$ cat config.mk
export PLATFORM = sky130hd
export DESIGN_NAME = cmd_decoder
export DESIGN_NICKNAME = d
export VERILOG_FILES = /design/src/rtl/cmd_decoder_pkg.sv /design/src/rtl/cmd_links.sv /design/src/rtl/serial_rx.sv /design/src/rtl/apb_port.sv /design/src/rtl/cmd_decoder.sv
export VERILOG_INCLUDE_DIRS = /design/src /design/src/rtl
export SDC_FILE = /design/constraint.sdc
export NUM_CORES = 1
export LEC_CHECK = 0
export BUFFER_PORTS_ARGS = -buffer_cell sky130_fd_sc_hd__buf_4
export CAP_MARGIN = 20
export CORE_MARGIN = 1.5
export CORE_UTILIZATION = 55
export DETAILED_ROUTE_END_ITERATION = 8
export PLACE_DENSITY = 0.74
export SYNTH_ARGS = -nofsm -noshare
export SYNTH_HDL_FRONTEND = slang
export SYNTH_SLANG_ARGS = --single-unit
$ cat constraint.sdc
create_clock -name MCLK -period 3 [get_ports MCLK]
set_input_delay 0.75 -clock MCLK [delete_from_list [all_inputs] [get_ports MCLK]]
set_output_delay 0.75 -clock MCLK [all_outputs]
set_load 0.01 [all_outputs]
$ cat src/rtl/cmd_decoder_regs.svh
// register offsets, reset values and command codes of the command decoder
// Summary of operation
// serial bytes are taken only while the chip select pin is low.
// select low marks command and parameter bytes, high marks data bytes.
// reset low returns every setting to its reset value.
// host waits two frames between back to back one-column scroll commands.
// host makes the scroll end column greater than the start column.
// host makes the scroll end page not below the start page.
// host sends scroll parameters three and five as dummies 01h and 00h.
// codes 00h-0Fh load the low nibble of the page-mode column pointer.
// codes 10h-1Fh load the high nibble of the page-mode column pointer.
// 20h picks horizontal, vertical or page addressing; 11b refused.
// command 21h sets column window start and end, reset 0 and 127.
// command 22h sets page window start and end, reset 0 and 7.
// codes B0h-B7h load the page pointer for page addressing.
// codes 40h-7Fh load the display start line 0 to 63.
// A0h maps column 0 to the first segment, A1h maps column 127.
// A8h sets multiplex ratio N+1, reset 63, values 0 to 14 refused.
// C0h scans rows forward, C8h scans them in reverse.
// D3h sets the vertical row shift 0 to 63, reset zero.
// DAh bit 4 picks row pin layout, bit 5 enables left/right remap.
// DCh picks general-purpose pin mode, reset drive low.
// D5h sets clock divide nibble and oscillator nibble, reset 0 and 7.
// D9h sets both pre-charge phases 1 to 15, zero refused, reset 2.
// DBh bits 5:2 set the row deselect level code, reset 1101b.
// don't-care bits of commands and parameters are ignored.
// parameters are counted in order and applied after the last arrives.
// an invalid command value leaves its setting unchanged.
// serial bits go msb first on rising clock, byte taken after bit eight.
`ifndef CMD_DECODER_REGS_SVH
`define CMD_DECODER_REGS_SVH
`define OFS_CTRL     8'h00
`define OFS_ADDR     8'h04
`define OFS_WIN      8'h08
`define OFS_DISP     8'h0C
`define OFS_TIME     8'h10
`define OFS_SCRL     8'h14
`define OFS_STAT     8'h18
`define RST_MODE     2'h2
`define MODE_BAD     2'h3
`define RST_COL_END  8'h7F
`define RST_PAGE_END 3'h7
`define RST_MUX      6'h3F
`define MUX_MIN      6'h0F
`define RST_GPIO     2'h2
`define RST_OSC      4'h7
`define RST_PRE      4'h2
`define RST_DESEL    4'hD
`define OP_MODE      8'h20
`define OP_COLWIN    8'h21
`define OP_PAGEWIN   8'h22
`define OP_SEG       8'hA0
`define OP_MUX       8'hA8
`define OP_SCAN      8'hC0
`define OP_OFFSET    8'hD3
`define OP_PINS      8'hDA
`define OP_GPIO      8'hDC
`define OP_CLK       8'hD5
`define OP_PRE       8'hD9
`define OP_DESEL     8'hDB
`define OP_SCRL      8'h2C
`define OP_PAGE      8'hB0
`define OP_CONTRAST  8'h81
`define OP_LOCK      8'hFD
`define OP_PUMP      8'h8D
`define OP_POWER     8'hD8
`define OP_IREF      8'hAD
`define OP_VAREA     8'hA3
`define OP_HSCRL     8'h26
`define OP_VSCRL     8'h29
`define OP_VSCRL_L   8'h2A
`endif

$ cat src/rtl/cmd_decoder_pkg.sv
// types shared by the command decoder modules
package cmd_decoder_pkg;
	typedef enum logic {
		ST_OPCODE,
		ST_PARAM
	} dec_state_t;
	typedef logic [7:0] byte_t;
endpackage

$ cat src/rtl/cmd_links.sv
// carriers between the decoder core, its serial receiver and its bus port
interface byte_link_if;
	logic                 valid;
	cmd_decoder_pkg::byte_t data;
	logic                 is_data;
	modport rx  (output valid, data, is_data);
	modport dec (input valid, data, is_data);
endinterface

interface reg_link_if;
	logic [7:0]  addr;
	logic [31:0] wdata;
	logic        wr;
	logic [31:0] rdata;
	logic        miss;
	modport bus  (output addr, wdata, wr, input rdata, miss);
	modport regs (input addr, wdata, wr, output rdata, miss);
endinterface

$ cat src/rtl/serial_rx.sv
// four-wire serial byte receiver with pin synchronisers
module serial_rx (
	input  wire logic clk,
	input  wire logic rst_n,
	input  wire logic cs_n,
	input  wire logic sclk,
	input  wire logic sin,
	input  wire logic dc,
	byte_link_if.rx   o
);
	// order: cs_n, sclk, sin, dc
	logic [3:0] s1_q, s2_q, s3_q, filt_q;
	logic       sclk_prev_q;
	logic [2:0] cnt_q;
	logic [6:0] sh_q;
	logic       rise;

	// a pin change counts once stages two and three agree
	always_ff @(posedge clk) begin
		if (!rst_n) begin
			s1_q   <= 4'h8;
			s2_q   <= 4'h8;
			s3_q   <= 4'h8;
			filt_q <= 4'h8;
		end else begin
			s1_q   <= {cs_n, sclk, sin, dc};
			s2_q   <= s1_q;
			s3_q   <= s2_q;
			filt_q <= (s2_q & s3_q) | (filt_q & (s2_q ^ s3_q));
		end
	end

	assign rise = filt_q[2] & ~sclk_prev_q;

	// select gates bits
	// msb first shifting
	always_ff @(posedge clk) begin
		if (!rst_n) begin
			sclk_prev_q <= 1'b0;
			cnt_q       <= 3'h0;
			sh_q        <= 7'h00;
			o.valid     <= 1'b0;
			o.data      <= 8'h00;
			o.is_data   <= 1'b0;
		end else begin
			sclk_prev_q <= filt_q[2];
			o.valid     <= 1'b0;
			if (filt_q[3]) begin
				cnt_q <= 3'h0;
			end else if (rise) begin
				sh_q  <= {sh_q[5:0], filt_q[1]};
				cnt_q <= 3'(cnt_q + 3'h1);
				if (cnt_q == 3'h7) begin
					o.valid   <= 1'b1;
					o.data    <= {sh_q, filt_q[1]};
					o.is_data <= filt_q[0];
				end
			end
		end
	end
endmodule // serial_rx

$ cat src/rtl/apb_port.sv
// apb slave port with one wait state
module apb_port (
	input  wire logic        clk,
	input  wire logic        rst_n,
	input  wire logic        psel,
	input  wire logic        penable,
	input  wire logic        pwrite,
	input  wire logic [7:0]  paddr,
	input  wire logic [31:0] pwdata,
	output logic      [31:0] prdata,
	output logic             pready,
	output logic             pslverr,
	reg_link_if.bus          r
);
	logic access;

	assign access  = psel & penable & ~pready;
	assign r.addr  = paddr;
	assign r.wdata = pwdata;
	// write lands at the completing edge only
	assign r.wr    = psel & penable & pwrite & pready;

	always_ff @(posedge clk) begin
		if (!rst_n) begin
			pready  <= 1'b0;
			prdata  <= 32'h0;
			pslverr <= 1'b0;
		end else begin
			pready <= access;
			if (access) begin
				prdata  <= pwrite ? 32'h0 : r.rdata;
				pslverr <= r.miss;
			end
		end
	end
endmodule // apb_port

$ cat src/rtl/cmd_decoder.sv
// display command decoder: serial command link, settings, apb status port
//
// Local design decisions: the APB slave port and the register addresses.
`include "cmd_decoder_regs.svh"

module cmd_decoder (
	input  wire logic        MCLK,
	input  wire logic        RESET_N,
	input  wire logic        PSEL,
	input  wire logic        PENABLE,
	input  wire logic        PWRITE,
	input  wire logic [7:0]  PADDR,
	input  wire logic [31:0] PWDATA,
	output logic      [31:0] PRDATA,
	output logic             PREADY,
	output logic             PSLVERR,
	input  wire logic        CS_N,
	input  wire logic        DC_SEL,
	input  wire logic        SCLK,
	input  wire logic        SERIAL_IN,
	input  wire logic        GPIO_IN,
	output logic             GPIO_OUT,
	output logic             GPIO_OE,
	output logic             RAM_WE,
	output logic      [7:0]  RAM_DATA
);
	// ------------------------------------------------------------
	// declarations
	// ------------------------------------------------------------
	byte_link_if rx_link ();
	reg_link_if  reg_link ();

	cmd_decoder_pkg::dec_state_t state_q;
	cmd_decoder_pkg::byte_t      op_q;
	cmd_decoder_pkg::byte_t      prm_q [0:6];
	cmd_decoder_pkg::byte_t      full [0:6];
	logic [2:0]  idx_q;
	logic [2:0]  need_q;
	logic        enable_q;
	logic        cmd_byte;
	logic        cmd_go;
	logic        prm_go;
	cmd_decoder_pkg::byte_t      b;

	logic [3:0]  col_lo_q;
	logic [3:0]  col_hi_q;
	logic [2:0]  page_q;
	logic [1:0]  mode_q;
	logic [7:0]  col_start_q;
	logic [7:0]  col_end_q;
	logic [2:0]  page_start_q;
	logic [2:0]  page_end_q;
	logic [5:0]  start_line_q;
	logic        seg_remap_q;
	logic        scan_rev_q;
	logic [5:0]  mux_q;
	logic [5:0]  row_shift_q;
	logic        pin_alt_q;
	logic        lr_remap_q;
	logic [1:0]  gpio_mode_q;
	logic [3:0]  clk_div_q;
	logic [3:0]  osc_q;
	logic [3:0]  pre1_q;
	logic [3:0]  pre2_q;
	logic [3:0]  deselect_q;
	logic        scrl_dir_q;
	logic        scrl_set_q;
	logic [2:0]  scrl_start_page_q;
	logic [2:0]  scrl_end_page_q;
	logic [7:0]  scrl_start_col_q;
	logic [7:0]  scrl_end_col_q;
	logic [7:0]  last_data_q;
	logic [15:0] data_cnt_q;
	logic [2:0]  gsync_q;
	logic        gpio_filt_q;
	logic        gpio_seen_q;

	// ------------------------------------------------------------
	// parameter count of each command code
	// ------------------------------------------------------------
	// codes outside this block still consume their bytes, so that a
	// foreign parameter is never mistaken for a command
	function automatic logic [2:0] param_count(input logic [7:0] op);
		logic [2:0] n;
		n = 3'h0;
		case (op)
			`OP_MODE, `OP_MUX, `OP_OFFSET, `OP_PINS, `OP_GPIO,
			`OP_CLK, `OP_PRE, `OP_DESEL, `OP_CONTRAST, `OP_LOCK,
			`OP_PUMP, `OP_POWER, `OP_IREF:
				n = 3'h1;
			`OP_COLWIN, `OP_PAGEWIN, `OP_VAREA:
				n = 3'h2;
			`OP_SCRL, `OP_SCRL | 8'h01, `OP_HSCRL, `OP_HSCRL | 8'h01,
			`OP_VSCRL, `OP_VSCRL_L:
				n = 3'h7;
			default:
				n = 3'h0;
		endcase
		return n;
	endfunction

	// ------------------------------------------------------------
	// submodules
	// ------------------------------------------------------------
	serial_rx u_rx (
		.clk   (MCLK),
		.rst_n (RESET_N),
		.cs_n  (CS_N),
		.sclk  (SCLK),
		.sin   (SERIAL_IN),
		.dc    (DC_SEL),
		.o     (rx_link)
	);

	apb_port u_apb (
		.clk     (MCLK),
		.rst_n   (RESET_N),
		.psel    (PSEL),
		.penable (PENABLE),
		.pwrite  (PWRITE),
		.paddr   (PADDR),
		.pwdata  (PWDATA),
		.prdata  (PRDATA),
		.pready  (PREADY),
		.pslverr (PSLVERR),
		.r       (reg_link)
	);

	// ------------------------------------------------------------
	// byte routing and command sequencing
	// ------------------------------------------------------------
	assign b = rx_link.data;
	// select low routes to decoder
	assign cmd_byte = rx_link.valid & ~rx_link.is_data & enable_q;
	assign cmd_go   = cmd_byte & (state_q == cmd_decoder_pkg::ST_OPCODE);
	// apply on final parameter
	assign prm_go   = cmd_byte & (state_q == cmd_decoder_pkg::ST_PARAM)
		& (idx_q == 3'(need_q - 3'h1));

	// the final byte is applied in the cycle it arrives
	always_comb begin
		for (int i = 0; i < 7; i++) begin
			full[i] = (3'(i) == idx_q) ? b : prm_q[i];
		end
	end

	// count parameters
	always_ff @(posedge MCLK) begin
		if (!RESET_N) begin
			state_q <= cmd_decoder_pkg::ST_OPCODE;
			op_q    <= 8'h00;
			idx_q   <= 3'h0;
			need_q  <= 3'h0;
		end else if (cmd_byte) begin
			unique case (state_q)
				cmd_decoder_pkg::ST_OPCODE: begin
					if (param_count(b) != 3'h0) begin
						op_q    <= b;
						need_q  <= param_count(b);
						idx_q   <= 3'h0;
						state_q <= cmd_decoder_pkg::ST_PARAM;
					end
				end
				cmd_decoder_pkg::ST_PARAM: begin
					idx_q <= 3'(idx_q + 3'h1);
					if (prm_go) begin
						state_q <= cmd_decoder_pkg::ST_OPCODE;
					end
				end
			endcase
		end
	end

	always_ff @(posedge MCLK) begin
		if (!RESET_N) begin
			for (int i = 0; i < 7; i++) begin
				prm_q[i] <= 8'h00;
			end
		end else if (cmd_byte && state_q == cmd_decoder_pkg::ST_PARAM) begin
			prm_q[idx_q] <= b;
		end
	end

	// display data goes to ram port
	always_ff @(posedge MCLK) begin
		if (!RESET_N) begin
			RAM_WE      <= 1'b0;
			RAM_DATA    <= 8'h00;
			last_data_q <= 8'h00;
			data_cnt_q  <= 16'h0000;
		end else begin
			RAM_WE <= rx_link.valid & rx_link.is_data & enable_q;
			if (rx_link.valid & rx_link.is_data & enable_q) begin
				RAM_DATA    <= b;
				last_data_q <= b;
				data_cnt_q  <= 16'(data_cnt_q + 16'h0001);
			end
		end
	end

	// ------------------------------------------------------------
	// addressing settings
	// ------------------------------------------------------------
	// reset values
	always_ff @(posedge MCLK) begin
		if (!RESET_N) begin
			col_lo_q <= 4'h0;
			col_hi_q <= 4'h0;
			page_q   <= 3'h0;
			mode_q   <= `RST_MODE;
		end else begin
			// low column nibble
			if (cmd_go && b[7:4] == 4'h0) begin
				col_lo_q <= b[3:0];
			end
			// high column nibble
			if (cmd_go && b[7:4] == 4'h1) begin
				col_hi_q <= b[3:0];
			end
			// page pointer
			if (cmd_go && b[7:3] == 5'(`OP_PAGE >> 3)) begin
				page_q <= b[2:0];
			end
			// addressing mode, R26 refuses 11b
			if (prm_go && op_q == `OP_MODE && full[0][1:0] != `MODE_BAD) begin
				mode_q <= full[0][1:0];
			end
		end
	end

	// column window
	// page window
	always_ff @(posedge MCLK) begin
		if (!RESET_N) begin
			col_start_q  <= 8'h00;
			col_end_q    <= `RST_COL_END;
			page_start_q <= 3'h0;
			page_end_q   <= `RST_PAGE_END;
		end else if (prm_go) begin
			if (op_q == `OP_COLWIN) begin
				col_start_q <= full[0];
				col_end_q   <= full[1];
			end
			// only low three bits
			if (op_q == `OP_PAGEWIN) begin
				page_start_q <= full[0][2:0];
				page_end_q   <= full[1][2:0];
			end
		end
	end

	// ------------------------------------------------------------
	// panel layout settings
	// ------------------------------------------------------------
	always_ff @(posedge MCLK) begin
		if (!RESET_N) begin
			start_line_q <= 6'h00;
			seg_remap_q  <= 1'b0;
			scan_rev_q   <= 1'b0;
		end else if (cmd_go) begin
			// start line
			if (b[7:6] == 2'h1) begin
				start_line_q <= b[5:0];
			end
			// segment remap
			if (b[7:1] == 7'(`OP_SEG >> 1)) begin
				seg_remap_q <= b[0];
			end
			// row scan direction
			if ((b & 8'hF7) == `OP_SCAN) begin
				scan_rev_q <= b[3];
			end
		end
	end

	always_ff @(posedge MCLK) begin
		if (!RESET_N) begin
			mux_q       <= `RST_MUX;
			row_shift_q <= 6'h00;
			pin_alt_q   <= 1'b1;
			lr_remap_q  <= 1'b0;
		end else if (prm_go) begin
			// multiplex ratio, R26 refuses small values
			if (op_q == `OP_MUX && full[0][5:0] >= `MUX_MIN) begin
				mux_q <= full[0][5:0];
			end
			// row shift
			if (op_q == `OP_OFFSET) begin
				row_shift_q <= full[0][5:0];
			end
			// row pin layout
			if (op_q == `OP_PINS) begin
				pin_alt_q  <= full[0][4];
				lr_remap_q <= full[0][5];
			end
		end
	end

	// ------------------------------------------------------------
	// timing and drive settings
	// ------------------------------------------------------------
	always_ff @(posedge MCLK) begin
		if (!RESET_N) begin
			clk_div_q   <= 4'h0;
			osc_q       <= `RST_OSC;
			pre1_q      <= `RST_PRE;
			pre2_q      <= `RST_PRE;
			deselect_q  <= `RST_DESEL;
			gpio_mode_q <= `RST_GPIO;
		end else if (prm_go) begin
			// divider and oscillator
			if (op_q == `OP_CLK) begin
				clk_div_q <= full[0][3:0];
				osc_q     <= full[0][7:4];
			end
			// pre-charge, R26 zero phase kept
			if (op_q == `OP_PRE && full[0][3:0] != 4'h0) begin
				pre1_q <= full[0][3:0];
			end
			if (op_q == `OP_PRE && full[0][7:4] != 4'h0) begin
				pre2_q <= full[0][7:4];
			end
			// deselect level
			if (op_q == `OP_DESEL) begin
				deselect_q <= full[0][5:2];
			end
			// pin mode
			if (op_q == `OP_GPIO) begin
				gpio_mode_q <= full[0][1:0];
			end
		end
	end

	// pin drive from mode
	always_ff @(posedge MCLK) begin
		if (!RESET_N) begin
			GPIO_OE  <= 1'b0;
			GPIO_OUT <= 1'b0;
		end else begin
			GPIO_OE  <= gpio_mode_q[1];
			GPIO_OUT <= gpio_mode_q[1] & gpio_mode_q[0];
		end
	end

	// pin level is only captured while its input is enabled
	always_ff @(posedge MCLK) begin
		if (!RESET_N) begin
			gsync_q     <= 3'h0;
			gpio_filt_q <= 1'b0;
			gpio_seen_q <= 1'b0;
		end else begin
			gsync_q <= {gsync_q[1:0], GPIO_IN};
			if (gsync_q[1] == gsync_q[2]) begin
				gpio_filt_q <= gsync_q[2];
			end
			if (gpio_mode_q == 2'h1) begin
				gpio_seen_q <= gpio_filt_q;
			end
		end
	end

	// ------------------------------------------------------------
	// content scroll setup
	// ------------------------------------------------------------
	// dummy bytes ignored
	// R6: host ordering trusted, stored as sent
	always_ff @(posedge MCLK) begin
		if (!RESET_N) begin
			scrl_dir_q        <= 1'b0;
			scrl_set_q        <= 1'b0;
			scrl_start_page_q <= 3'h0;
			scrl_end_page_q   <= 3'h0;
			scrl_start_col_q  <= 8'h00;
			scrl_end_col_q    <= `RST_COL_END;
		end else if (prm_go && op_q[7:1] == 7'(`OP_SCRL >> 1)) begin
			scrl_dir_q        <= op_q[0];
			scrl_set_q        <= 1'b1;
			scrl_start_page_q <= full[1][2:0];
			scrl_end_page_q   <= full[3][2:0];
			scrl_start_col_q  <= full[5];
			scrl_end_col_q    <= full[6];
		end
	end

	// ------------------------------------------------------------
	// software registers
	// ------------------------------------------------------------
	// stopping the decoder drops bytes rather than queueing them
	always_ff @(posedge MCLK) begin
		if (!RESET_N) begin
			enable_q <= 1'b1;
		end else if (reg_link.wr && reg_link.addr == `OFS_CTRL) begin
			enable_q <= reg_link.wdata[0];
		end
	end

	always_comb begin
		reg_link.rdata = 32'h0;
		reg_link.miss  = 1'b0;
		case (reg_link.addr)
			`OFS_CTRL: reg_link.rdata = {31'h0, enable_q};
			`OFS_ADDR: reg_link.rdata = {18'h0, mode_q, 1'b0, page_q,
				col_hi_q, col_lo_q};
			`OFS_WIN:  reg_link.rdata = {9'h0, page_end_q, 1'b0,
				page_start_q, col_end_q, col_start_q};
			`OFS_DISP: reg_link.rdata = {6'h0, lr_remap_q, pin_alt_q,
				2'h0, row_shift_q, 2'h0, mux_q, scan_rev_q,
				seg_remap_q, start_line_q};
			`OFS_TIME: reg_link.rdata = {7'h0, gpio_seen_q, 2'h0,
				gpio_mode_q, deselect_q, pre2_q, pre1_q, osc_q,
				clk_div_q};
			`OFS_SCRL: reg_link.rdata = {scrl_end_col_q,
				scrl_start_col_q, 5'h0, scrl_end_page_q, 1'b0,
				scrl_start_page_q, 2'h0, scrl_set_q, scrl_dir_q};
			`OFS_STAT: reg_link.rdata = {data_cnt_q, last_data_q, 1'b0,
				need_q, idx_q, state_q == cmd_decoder_pkg::ST_PARAM};
			default:   reg_link.miss = 1'b1;
		endcase
	end
endmodule // cmd_decoder

==> impl_metrics.ini <==
[logic_synthesis]
post_synth.cell_area_avg_um2 = 9.38
yosys.area.top_type_share_pct = 40.4
ys.warnings.count = 0
synth_top_area_cell = sky130_fd_sc_hd__dfxtp_1
sequential_element_share_of_the_synthesized_area_pct = 47.5
synth.net_count = 1278
synthesis.area_um2 = 11400
synth_cell_type_count = 78
ys.flop_type = sky130_fd_sc_hd__dfxtp_1
synth_async_reset_ratio_pct = 0
ys_ff_latch = 257
synthCells = 1216
netlist_top_cells_area = sky130_fd_sc_hd__dfxtp_1 40%, sky130_fd_sc_hd__mux2i_1 9.0%, sky130_fd_sc_hd__edfxtp_1 7.1%, sky130_fd_sc_hd__nor2_1 4.8%, sky130_fd_sc_hd__nand2_1 4.3%
synth-edff-count = 27

[sta]
timing.final.hold_violations = 0
rsz0062_at_grt = false
clock.fmax_mhz = 406
worst_pin_slew_ns = 0.777
finalSetupViolations = 0
timing.final.crit_period_ns = 2.46
timing.slew.headroom_pct = 48.1
holdWs_ns = 0.395
report.final.slew_viol_count = 0
setup_total_negative_slack_ns = 0
final_worst_path_period_share_pct = 82.1
finalClockSkew_ns = 0.0103

[finish]
flow.area_growth_from_synthesis_pct = 14.6
drive_gt1_share_pct = 15.4
final_nets = 1312
filler_cells = 1677

[outcome]
run_status = complete, no violations

[power]
worst_case_vdd_ir_drop_mv = 0.368
p_sw_mw = 1.51
clock_power_share_pct = 47.6
fraction_of_power_spent_switching_nets_pct = 21.5
internal_power_mw = 5.53
comb_power_share_pct = 2.6
report.power.total_mw = 7.05
powerDensity_nw_per_um2 = 539
power_frac_seq_pct = 49.8
leakagePower_nw = 5.14

[global_routing]
via_count_of_the_first_global_routing_pass = 9014
grt_overflow = 0
pin_count_of_the_biggest_net_entering_global_routing = 127
grt.total_usage_pct = 29.2
antenna_found_initial = 1
grt_pass1_wl_um = 49700

[critical_path]
launch_point_of_the_worst_path = need_q[0]$_SDFFE_PN0P_
cp_data_required_time_ns = 3.40
worstPathArrival_ns = 2.87
worstSetupEndpointType = register
biggest_fanout_along_the_worst_timing_path = 8
setup.worst_path.start_class = register
r2r-start = need_q[0]$_SDFFE_PN0P_
setup_cp_type = reg2reg

[route]
top_signal_layer_used = met4
detail_route.vias_per_cell = 6.12
wl_met1_um = 13300
route.met3.wl_um = 2420
firstDrtPassIters = 5
drt_first_iter_violations = 922
dr_total_vias = 9436
final_wirelength_um = 31700
met2RoutedLength_um = 14700
post-route-drc-count = 0
antenna_violating_nets_post_route = 0
routedWlPerCell_um = 20.6

[clock_network]
numCtsBuffers = 26
post-cts-setup-buffers = 0
clk_pin_slew_worst_paths_ns = 0.06
htree_levels = 1
post_cts_resized = 0
number_of_sinks_driven_by_the_clock_tree = 257
clkLatencyLatePin_ns = 0.54
ctsLongestPathBuffers = 3
cts_tree = built
cts-hold-fix-buffers = 0
cts_root_buffer = sky130_fd_sc_hd__clkbuf_16

[die]
fp.coreArea_um2 = 20300
initial_util_pct = 56.2
fp.dieArea_um2 = 21600
chipHeight_um = 147
floorplan.io_pins = 95
placementRows = 52
die_width_um = 147

[placed_design]
place.detailed.hpwl_um = 21700
gp_routability_congestion = 0.925
io_buffer_count = 63

[flow_run]
cap_violations = 0

[min_path]
hold_path_startpoint = CS_N
min-delay-path-class = in2reg
## sequential cells by signal, summed over array words and instances, names as in the netlist, 7 cells and up
register and flops:
col_end_q 8, col_start_q 8, data_cnt_q 16, last_data_q 8
op_q 8, prm_q 35, scrl_end_col_q 8, scrl_start_col_q 8
u_apb.prdata 32, u_rx.o.data 8, u_rx.sh_q 7
## Yosys cell counts (7+ instances only)
master / n
sky130_fd_sc_hd__a2bb2oi_1: 8
sky130_fd_sc_hd__and3_1: 12
sky130_fd_sc_hd__inv_1: 19
sky130_fd_sc_hd__nand2_1: 130
sky130_fd_sc_hd__o21ai_0: 43
sky130_fd_sc_hd__nor2_1: 147
sky130_fd_sc_hd__a21oi_1: 47
sky130_fd_sc_hd__ha_1: 12
sky130_fd_sc_hd__mux2i_1: 102
sky130_fd_sc_hd__nand2b_1: 11
sky130_fd_sc_hd__a221oi_1: 16
sky130_fd_sc_hd__buf_2: 28
sky130_fd_sc_hd__nor2b_1: 7
sky130_fd_sc_hd__a22oi_1: 26
sky130_fd_sc_hd__xor2_1: 8
sky130_fd_sc_hd__a31oi_1: 7
sky130_fd_sc_hd__and2_1: 23
sky130_fd_sc_hd__nor3_1: 22
sky130_fd_sc_hd__mux2_2: 23
sky130_fd_sc_hd__dfxtp_1: 230
sky130_fd_sc_hd__xnor2_1: 9
sky130_fd_sc_hd__nand4_1: 16
sky130_fd_sc_hd__a211oi_1: 16
sky130_fd_sc_hd__nand3_1: 33
sky130_fd_sc_hd__nor4_1: 10
sky130_fd_sc_hd__a22o_1: 17
sky130_fd_sc_hd__edfxtp_1: 27
sky130_fd_sc_hd__clkbuf_1: 60
## kinds of logic after synthesis
logic type / after synthesis / synth area share, %
flip-flops: 257 / 47.5
XOR/XNOR: 18 / 1.50
multiplexers: 125 / 11.2
buffers and inverters: 118 / 4.49
AND/OR/NAND/NOR: 461 / 20.3
AO/OA/AOI/OAI: 225 / 13.7
adder cells (fa/ha/maj): 12 / 1.32
## stage by stage
stage	util [%]	instance area [um2]	cells	setup slack, ns
2_1_floorplan	-	11400	1216	0.635
3_3_place_gp	60.0	12200	1492	0.283
3_5_place_dp	60.0	12200	1492	0.225
4_1_cts	64.4	13100	1540	0.584
5_1_grt	64.4	13100	1540	0.383
6_report	64.4	13100	1541	0.538
## worst paths after layout
path,endpoint,slack (ns),depth (start not counted)
worst max-delay path,row_shift_q[2]$_SDFFE_PN0P_,0.54,8
worst max register to register,row_shift_q[2]$_SDFFE_PN0P_,0.54,8
worst min-delay path,u_rx.s1_q[3]$_SDFF_PN1_,0.39,2
worst min register to register,u_rx.s2_q[3]$_SDFF_PN1_,0.40,1
## metal layers
layer / vias to the layer above / track usage, %
li1: 4430 / -
met1: 4529 / 39.2
met2: 398 / 47.8
met3: 79 / 4.10
met4: 0 / 11.7
met5: - / 0
## cell usage in the layout, fill, tap and decap left out, types with 26 or more instances in the layout
cell type,synthesis,final
sky130_fd_sc_hd__dfxtp_1,230,230
sky130_fd_sc_hd__nor2_1,147,147
sky130_fd_sc_hd__nand2_1,130,130
sky130_fd_sc_hd__mux2i_1,102,102
sky130_fd_sc_hd__buf_4,3,100
sky130_fd_sc_hd__a21oi_1,47,47
sky130_fd_sc_hd__o21ai_0,43,43
sky130_fd_sc_hd__nand3_1,33,33
sky130_fd_sc_hd__edfxtp_1,27,27
sky130_fd_sc_hd__a22oi_1,26,26
sky130_fd_sc_hd__clkbuf_16,0,26
## critical path: stages, from the launching register on
cell and delay, ns:
sky130_fd_sc_hd__dfxtp_1 0.42, sky130_fd_sc_hd__inv_1 0.10, sky130_fd_sc_hd__ha_1 0.31, sky130_fd_sc_hd__xor2_1 0.17, sky130_fd_sc_hd__and3_1 0.32, sky130_fd_sc_hd__buf_4 0.21
sky130_fd_sc_hd__nand3_1 0.42, sky130_fd_sc_hd__mux2i_1 0.30, sky130_fd_sc_hd__nor2_1 0.06
## power by group through the flow
stage                     Combinational [mW]  Clock (mW)  Sequential (mW)
final                                  0.182        3.36             3.51
after CTS                              0.180        3.39             3.51
after detailed placement               0.179           0             3.58
after global routing                   0.196        3.52             3.51
after floorplan                        0.118           0             3.58
after global placement                 0.177           0             3.58
## final cells by class
cell class | count | area (um2) | share of cell area [%]
diodes | 1 | 2.50 | 0.0191
clock buffers | 34 | 731 | 5.59
clock inverters | 14 | 165 | 1.26
inverters | 20 | 77.6 | 0.593
multi-input cells | 841 | 5520 | 42.2
flip-flops and latches | 257 | 5420 | 41.4
well taps | 270 | 338 | 2.58
repair buffers | 104 | 831 | 6.35
No activity file was read; power rests on OpenSTA's default activity.
